File: src/logic/grs_pkg.sv
package grs_pkg;
   localparam int CLK_PERIOD_NS = 40;
   // Silence on the vertical reference for this long drops the lock flag.
   localparam int REF_LOSS_US = 50000;
   localparam int REF_LOSS_CYC = (REF_LOSS_US * 1000) / CLK_PERIOD_NS;
   localparam int NUM_REF_STDS = 36;
   localparam int NUM_OUT_STDS = 10;
   localparam int SEL_W = 6;
   localparam int LOW_SEL_W = 4;
   localparam int RATE_W = 2;
   localparam int TSET_W = 4;
   localparam int NUM_TSETS = 9;
   localparam int SYNC_STAGES = 3;
   localparam int DUR_CNT_W = 21;
   localparam logic [SEL_W-1:0] FMT_RST = 6'h00;
   localparam logic [TSET_W-1:0] TSET_RST = 4'h0;

   typedef enum logic [RATE_W-1:0] {
      RATE_14M32 = 2'h0,
      RATE_27M = 2'h1,
      RATE_36M = 2'h2,
      RATE_54M = 2'h3
   } grs_rate_t;

   typedef enum logic [2:0] {
      ST_NOREF = 3'h1,
      ST_SEEK = 3'h2,
      ST_LOCKED = 3'h4
   } grs_state_t;

   // Sample clock rate for each format code; codes 0 and 11..15 unused.
   localparam grs_rate_t RATE_TAB [0:15] = '{
      RATE_27M, RATE_27M, RATE_27M, RATE_36M, RATE_36M, RATE_54M,
      RATE_54M, RATE_14M32, RATE_14M32, RATE_27M, RATE_54M,
      RATE_27M, RATE_27M, RATE_27M, RATE_27M, RATE_27M
   };
   // Timing set for each format code.
   localparam logic [TSET_W-1:0] TSET_TAB [0:15] = '{
      4'h0, 4'h0, 4'h1, 4'h2, 4'h3, 4'h4, 4'h5, 4'h6, 4'h7, 4'h8, 4'h8,
      4'h0, 4'h0, 4'h0, 4'h0, 4'h0
   };
endpackage

File: src/logic/grs_ref_edge.sv
`timescale 1ns/10ps
module grs_ref_edge
   import grs_pkg::*;
#(
   parameter int CNT_W = grs_pkg::DUR_CNT_W
) (
   input wire logic ref_clk,
   input wire logic rst,
   input wire logic genlockEn,
   input wire logic refIn,
   output logic leadPulse,
   output logic activeHigh,
   output logic polKnown
);
   initial begin
      if (CNT_W < 4) begin
         $error("grs_ref_edge: CNT_W too small");
      end
   end

   logic [SYNC_STAGES-1:0] sync_r;
   logic level_r;
   logic [CNT_W-1:0] dur_r;
   logic [CNT_W-1:0] highLen_r;
   logic [CNT_W-1:0] lowLen_r;
   logic seenHigh_r;
   logic seenLow_r;
   logic leadPulse_r;
   logic activeHigh_r;
   logic polKnown_r;

   // A change counts only once the second and third stages agree.
   wire agreed = sync_r[1] == sync_r[2];
   wire change = agreed && (sync_r[2] != level_r);
   wire durMax = &dur_r;
   // The active level is the shorter one: the pulse, not the gap.
   wire polNxt = highLen_r < lowLen_r;
   wire bothSeen = seenHigh_r && seenLow_r;
   wire enterActive = change && (sync_r[2] == activeHigh_r);

   always_ff @(posedge ref_clk or posedge rst) begin
      if (rst) begin
         sync_r <= '0;
         level_r <= 1'b0;
         dur_r <= '0;
         highLen_r <= '0;
         lowLen_r <= '0;
         seenHigh_r <= 1'b0;
         seenLow_r <= 1'b0;
         leadPulse_r <= 1'b0;
         activeHigh_r <= 1'b0;
         polKnown_r <= 1'b0;
      end else begin
         sync_r <= {sync_r[1:0], refIn};
         leadPulse_r <= genlockEn && polKnown_r && enterActive;
         if (change) begin
            level_r <= sync_r[2];
            dur_r <= '0;
            if (level_r) begin
               highLen_r <= dur_r;
               seenHigh_r <= 1'b1;
            end else begin
               lowLen_r <= dur_r;
               seenLow_r <= 1'b1;
            end
         end else if (!durMax) begin
            dur_r <= dur_r + 1'b1;
         end
         if (!genlockEn) begin
            polKnown_r <= 1'b0;
            seenHigh_r <= 1'b0;
            seenLow_r <= 1'b0;
         end else if (bothSeen) begin
            activeHigh_r <= polNxt;
            polKnown_r <= 1'b1;
         end
      end
   end

   assign leadPulse = leadPulse_r;
   assign activeHigh = activeHigh_r;
   assign polKnown = polKnown_r;
endmodule

File: src/logic/grs_ref_front.sv
`timescale 1ns/10ps
module grs_ref_front
   import grs_pkg::*;
#(
   parameter int REF_LOSS_CYCLES = grs_pkg::REF_LOSS_CYC,
   parameter int DUR_W = grs_pkg::DUR_CNT_W
) (
   input wire logic ref_clk,
   input wire logic rst,
   input wire logic genlockEn,
   input wire logic blankRefMode,
   input wire logic hRefIn,
   input wire logic vRefIn,
   input wire logic field_ref_in,
   input wire logic ten_field_ident_in,
   input wire logic [grs_pkg::SEL_W-1:0] video_format_select,
   output logic hLead,
   output logic vLead,
   output logic hActiveHigh,
   output logic vActiveHigh,
   output logic polKnown,
   output logic firstField,
   output logic tenFieldIdent,
   output logic fieldRefSeen,
   output logic [grs_pkg::SEL_W-1:0] formatCode,
   output grs_pkg::grs_rate_t clockRate,
   output logic [grs_pkg::TSET_W-1:0] timingSet,
   output logic formatValid,
   output logic upperSelSet,
   output logic refLocked
);
   import grs_pkg::*;

   localparam int LOSS_W = $clog2(REF_LOSS_CYCLES + 1);
   localparam int NSYNC = SEL_W + 4;

   initial begin
      if (REF_LOSS_CYCLES < 2) begin
         $error("grs_ref_front: REF_LOSS_CYCLES below 2");
      end
      if (DUR_W < 4) begin
         $error("grs_ref_front: DUR_W too small");
      end
   end

   // Static and slow pins share one synchroniser bank.
   wire [NSYNC-1:0] pinIn = {video_format_select, blankRefMode,
      genlockEn, ten_field_ident_in, field_ref_in};
   wire [NSYNC-1:0] pinVal;

   genvar gi;
   generate
      for (gi = 0; gi < NSYNC; gi++) begin : g_sync
         logic [SYNC_STAGES-1:0] stg_r;
         logic val_r;
         always_ff @(posedge ref_clk or posedge rst) begin
            if (rst) begin
               stg_r <= '0;
               val_r <= 1'b0;
            end else begin
               stg_r <= {stg_r[1:0], pinIn[gi]};
               if (stg_r[1] == stg_r[2]) begin
                  val_r <= stg_r[2];
               end
            end
         end
         assign pinVal[gi] = val_r;
      end
   endgenerate

   wire fieldS = pinVal[0];
   wire tenS = pinVal[1];
   wire genS = pinVal[2];
   wire blankS = pinVal[3];
   wire [SEL_W-1:0] selS = pinVal[NSYNC-1:4];

   wire hLeadW;
   wire vLeadW;
   wire hActW;
   wire vActW;
   wire hKnownW;
   wire vKnownW;

   grs_ref_edge #(.CNT_W(DUR_W)) u_hEdge (
      .ref_clk(ref_clk),
      .rst(rst),
      .genlockEn(genS),
      .refIn(hRefIn),
      .leadPulse(hLeadW),
      .activeHigh(hActW),
      .polKnown(hKnownW)
   );

   grs_ref_edge #(.CNT_W(DUR_W)) u_vEdge (
      .ref_clk(ref_clk),
      .rst(rst),
      .genlockEn(genS),
      .refIn(vRefIn),
      .leadPulse(vLeadW),
      .activeHigh(vActW),
      .polKnown(vKnownW)
   );

   // Format decode: only the low four bits pick among the output formats.
   wire [LOW_SEL_W-1:0] lowSel = selS[LOW_SEL_W-1:0];
   wire upperW = |selS[SEL_W-1:LOW_SEL_W];
   wire validW = !upperW && (lowSel != 4'h0)
      && (lowSel <= 4'(NUM_OUT_STDS));
   wire grs_rate_t rateW = RATE_TAB[lowSel];
   wire [TSET_W-1:0] tsetW = TSET_TAB[lowSel];

   // Field sense flips for blanking-based sources so firstField is uniform.
   wire firstW = blankS ? !fieldS : fieldS;

   logic hLead_r;
   logic vLead_r;
   logic hActiveHigh_r;
   logic vActiveHigh_r;
   logic polKnown_r;
   logic firstField_r;
   logic tenFieldIdent_r;
   logic fieldRefSeen_r;
   logic fieldPrev_r;
   logic [SEL_W-1:0] formatCode_r;
   grs_rate_t clockRate_r;
   logic [TSET_W-1:0] timingSet_r;
   logic formatValid_r;
   logic upperSelSet_r;
   logic refLocked_r;
   grs_state_t state_r;
   grs_state_t state_nxt;
   logic [LOSS_W-1:0] lossCnt_r;

   wire lossHit = lossCnt_r == LOSS_W'(REF_LOSS_CYCLES - 1);

   always_comb begin
      state_nxt = state_r;
      case (state_r)
         ST_NOREF: begin
            if (vLeadW) begin
               state_nxt = ST_SEEK;
            end
         end
         ST_SEEK: begin
            if (!genS || lossHit) begin
               state_nxt = ST_NOREF;
            end else if (vLeadW) begin
               state_nxt = ST_LOCKED;
            end
         end
         ST_LOCKED: begin
            if (!genS || lossHit) begin
               state_nxt = ST_NOREF;
            end
         end
         default: begin
            state_nxt = ST_NOREF;
         end
      endcase
   end

   always_ff @(posedge ref_clk or posedge rst) begin
      if (rst) begin
         state_r <= ST_NOREF;
         lossCnt_r <= '0;
      end else begin
         state_r <= state_nxt;
         if (vLeadW || state_r == ST_NOREF) begin
            lossCnt_r <= '0;
         end else if (!lossHit) begin
            lossCnt_r <= lossCnt_r + 1'b1;
         end
      end
   end

   always_ff @(posedge ref_clk or posedge rst) begin
      if (rst) begin
         hLead_r <= 1'b0;
         vLead_r <= 1'b0;
         hActiveHigh_r <= 1'b0;
         vActiveHigh_r <= 1'b0;
         polKnown_r <= 1'b0;
         refLocked_r <= 1'b0;
      end else begin
         hLead_r <= hLeadW;
         vLead_r <= vLeadW;
         hActiveHigh_r <= hActW;
         vActiveHigh_r <= vActW;
         polKnown_r <= hKnownW && vKnownW;
         refLocked_r <= state_nxt == ST_LOCKED;
      end
   end

   // Field and ten-field ident are taken at the vertical leading edge.
   always_ff @(posedge ref_clk or posedge rst) begin
      if (rst) begin
         firstField_r <= 1'b0;
         tenFieldIdent_r <= 1'b0;
         fieldRefSeen_r <= 1'b0;
         fieldPrev_r <= 1'b0;
      end else begin
         fieldPrev_r <= fieldS;
         if (vLeadW) begin
            firstField_r <= firstW;
            tenFieldIdent_r <= tenS;
         end
         // Any field activity means the source carries a field signal.
         if (!genS) begin
            fieldRefSeen_r <= 1'b0;
         end else if (fieldS != fieldPrev_r) begin
            fieldRefSeen_r <= 1'b1;
         end
      end
   end

   always_ff @(posedge ref_clk or posedge rst) begin
      if (rst) begin
         formatCode_r <= FMT_RST;
         clockRate_r <= RATE_27M;
         timingSet_r <= TSET_RST;
         formatValid_r <= 1'b0;
         upperSelSet_r <= 1'b0;
      end else begin
         formatCode_r <= selS;
         clockRate_r <= rateW;
         timingSet_r <= tsetW;
         formatValid_r <= validW;
         upperSelSet_r <= upperW;
      end
   end

   assign hLead = hLead_r;
   assign vLead = vLead_r;
   assign hActiveHigh = hActiveHigh_r;
   assign vActiveHigh = vActiveHigh_r;
   assign polKnown = polKnown_r;
   assign firstField = firstField_r;
   assign tenFieldIdent = tenFieldIdent_r;
   assign fieldRefSeen = fieldRefSeen_r;
   assign formatCode = formatCode_r;
   assign clockRate = clockRate_r;
   assign timingSet = timingSet_r;
   assign formatValid = formatValid_r;
   assign upperSelSet = upperSelSet_r;
   assign refLocked = refLocked_r;
endmodule

File: config.mk
export PLATFORM = sky130hd
export DESIGN_NAME = grs_ref_front
export DESIGN_NICKNAME = d
export VERILOG_FILES = /design/src/logic/grs_pkg.sv /design/src/logic/grs_ref_edge.sv /design/src/logic/grs_ref_front.sv
export SDC_FILE = /design/constraint.sdc
export NUM_CORES = 1
export LEC_CHECK = 0
export BUFFER_PORTS_ARGS = -buffer_cell sky130_fd_sc_hd__buf_2
export CAP_MARGIN = 20
export CORE_UTILIZATION = 45
export CTS_CLUSTER_DIAMETER = 80
export CTS_CLUSTER_SIZE = 28
export DETAILED_ROUTE_END_ITERATION = 7
export GPL_TIMING_DRIVEN = 0
export MAX_ROUTING_LAYER = met4
export PLACE_DENSITY_LB_ADDON = 0.05
export SYNTH_ARGS = -nofsm -noshare
export SYNTH_HDL_FRONTEND = slang
export SYNTH_HIERARCHICAL = 1
export SYNTH_SLANG_ARGS = --single-unit
File: constraint.sdc
create_clock -name ref_clk -period 3.8 [get_ports ref_clk]
set_input_delay 0.19 -clock ref_clk [delete_from_list [all_inputs] [get_ports ref_clk]]
set_output_delay 0.19 -clock ref_clk [all_outputs]
set_load 0.02 [all_outputs]
==> metrics.txt <==
Worst path depth 5; Starting Density 0.462; Synth Cell Area 10600 um2; clk sinks 232; die width 155 um; pins over their slew limit 0; maximum vdd drop 0.293 mV; delay of the slowest critical-path stage 0.54 ns; met3 Use GR 0.0231; Area after DPL 11200 um2; RSZ-0062 raised after global routing false; slowest stage cell, crit path dfstp_2; status finished, final reports clean; met2 usage 0.299; # port buffers 36; Final period util 0.581; mux contribution to synthesized area 0.0162; critical-path cell list nor3b_1 -> or2_2 -> clkbuf_1 -> buf_1 -> nor2_1; first-pass GRT wire length 37700 um; Via density 5.25; Fill cells 2113; Synth Area in XOR/XNOR 0.00996; initial antenna violation count 0; antenna cell count 0; Post-Synth Simple-Gate Area 0.198; Cell Pwr Density 436 nW/um2; total grt overflow 0; library cells used by synthesis 67; P&R area growth vs syn 12.1%; Die Ht 155 um; syn avg cell area 10.2 um2; Residual DRC 0; Row Count 55; Critical Path End Type flop; clock skew 0.0309 ns; largest family of logic cells by synthesized area simple AND/OR/NAND/NOR gates; FFs w/ async S/R, synth 1.00; hpwl dp 15400 um; vias in the first global route 7332; clock slew at reported path FFs 0.10 ns; Max-Cap Viols 0; I/O pin count 37; CORE AREA 22800 um2; Synth Flop Type dfrtp_1; Synth Area in Compound Gates 0.114; Hold Fails Final Rpt 0; Max Fclk 453 MHz; most common cell after layout, fill and taps aside dfrtp_1; Worst Tran Pin Value 0.733 ns; worst min-delay path class primary input to asynchronous set/reset pin; Rel. slew slack 0.505; shortest period the worst path allows 2.21 ns; Total GRT Usage 0.199; fin area 11800 um2; Multi-input gate area 4270 um2; remaining antenna violation count after routing 0; Clock Latency Late Sink 0.49 ns; YS warnings 6; Gate Count Post-Synth 1031; peak fanout along the critical path 10; commonest cells after routing, fill and taps aside 230 x dfrtp_1, 209 x nand2_1, 63 x inv_1; met1 GRT Util 0.289; Placed Cells 1383; Adder-Cell Fraction of Synth Area 0.0671; GR peak layer met2; Final #Nets 1161; htree depth 1; post-synthesis sequential area ratio 0.550; Gates resized, CTS repair 0; Initial DRT Pass Iterations 4; Syn Nets 1092; via count 7461; Crit path max-delay family buffers and inverters; share of cells above drive strength 1 0.104; worst endpoint data arrival time 2.56 ns; Finished Layout Cells 1420; number of synthesized register bits 232; worst reg-to-reg path cell count 5; global placer's final weighted congestion 0.796; CP required 4.15 ns; CTS tree done; Worst setup SP type flop; DIE AREA 24100 um2; WP buf/inv 2; total negative slack 0 ns; Routed WL 22000 um; DRT iter0 DRCs 424; drt wl/cell 15.5 um; largest net degree at the start of global routing 75; endpoints failing setup 0; number of flops mapped to enable cells by yosys 0; register area 5810 um2; Lkg Pwr 5.33 nW; total CTS buffers 15; worst setup path class flop to flop; CTS max path bufs 3; CTS root buf clkbuf_16
-- cells in the mapped netlist (all sizes together) (4+ instances only) --
| cell | n | area [um2] |
|---|---|---|
| ha | 47 | 588 |
| dfrtp | 230 | 5760 |
| or3 | 19 | 130 |
| nand4 | 13 | 93.8 |
| maj3 | 12 | 120 |
| or4 | 9 | 71.3 |
| nor2b | 8 | 50.1 |
| a2111oi | 5 | 56.3 |
| nor4 | 9 | 71.3 |
| and4 | 18 | 168 |
| nor3 | 18 | 90.1 |
| o31ai | 10 | 75.1 |
| a31oi | 9 | 56.3 |
| mux2i | 16 | 160 |
| or3b | 4 | 35.0 |
| o21ai | 82 | 410 |
| and3 | 9 | 58.8 |
| a311oi | 6 | 52.6 |
| nand3 | 27 | 175 |
| xnor2 | 10 | 87.6 |
| a21oi | 41 | 205 |
| o21a | 5 | 37.5 |
| and3b | 4 | 35.0 |
| inv | 66 | 248 |
| nor2 | 27 | 101 |
| a211oi | 10 | 75.1 |
| or2 | 7 | 43.8 |
| clkbuf | 18 | 67.6 |
| nand2 | 211 | 797 |
| buf | 26 | 159 |
| a2111o | 6 | 67.6 |
| and2 | 12 | 75.1 |
-- final cells by class --
type	count	area share
tap	313	0.0331
clock inverter	7	0.00909
timing repair buffer	52	0.0326
inverter	66	0.0216
multi-input combinational	689	0.361
buffer	44	0.0191
clock buffer	17	0.0324
sequential	232	0.491
-- final timing paths --
| path | to | slack (ns) | from |
|---|---|---|---|
| worst max-delay path | lossCnt_r[12] | 1.59 | state_r[0] |
| min in group ref_clk | g_sync[9].stg_r[0] | 0.33 | video_format_select[5] |
| max in group asynchronous | u_vEdge/highLen_r[1] | 2.88 | rst |
| worst min register to register | g_sync[7].stg_r[1] | 0.35 | g_sync[7].stg_r[0] |
| worst max register to register | lossCnt_r[12] | 1.59 | state_r[0] |
| worst min-delay path | state_r[1] | 0.24 | rst |
-- report_power, final --
part,switching (mW),internal [mW]
logic,0.395,0.259
clock network,0.891,0.835
registers,0.139,2.63
total,1.42,3.73
-- cells by family after synthesis --
group,Yosys count
xor gates and xnor gates,12
buffers and inverters,110
muxes,17
and+or+nand+nor,407
AOI/OAI and AO/OA,194
DFF,232
adders and majority gates,59
-- per-stage QoR --
stage	total power, mW	setup WS [ns]	utilization	hold WS, ns
after floorplan	3.24	1.33	-	0.221
after global placement	3.46	0.249	0.487	0.297
after detailed placement	3.48	1.58	0.491	0.219
after CTS	5.24	1.54	0.518	0.227
after global routing	5.43	1.37	0.518	0.246
final	5.15	1.59	0.518	0.236
-- registers in the layout, summed over array words and instances (netlist names), 2 cells and up --
signal and flops:
u_hEdge/dur_r 21, formatCode 6, u_hEdge/lowLen_r 21, timingSet 4, state_r 3, u_vEdge/lowLen_r 21
u_vEdge/highLen_r 21, lossCnt_r 21, u_vEdge/dur_r 21, u_vEdge/sync_r 3, g_sync.val_r 8, u_hEdge/highLen_r 21
g_sync.stg_r 30, u_hEdge/sync_r 3, clockRate 2
-- worst register-to-register path: cells and delay by family, from the launching register on --
family | cells | cell delay [ns]
and+or+nand+nor | 3 | 0.74
buffers and inverters | 2 | 0.78
DFF | 1 | 0.54
-- timing repair --
item                                   in CTS  in global routing
setup buffers                               0                  0
hold buffers                               13                  0
endpoints found under the hold margin      83                  0
-- layer usage --
layer	part of all wire	routed length [um]
met1	0.51	11300
met2	0.44	9710
met3	0.027	598
met4	0.019	418
met5	0	0
(Power assumes the default switching activity.)
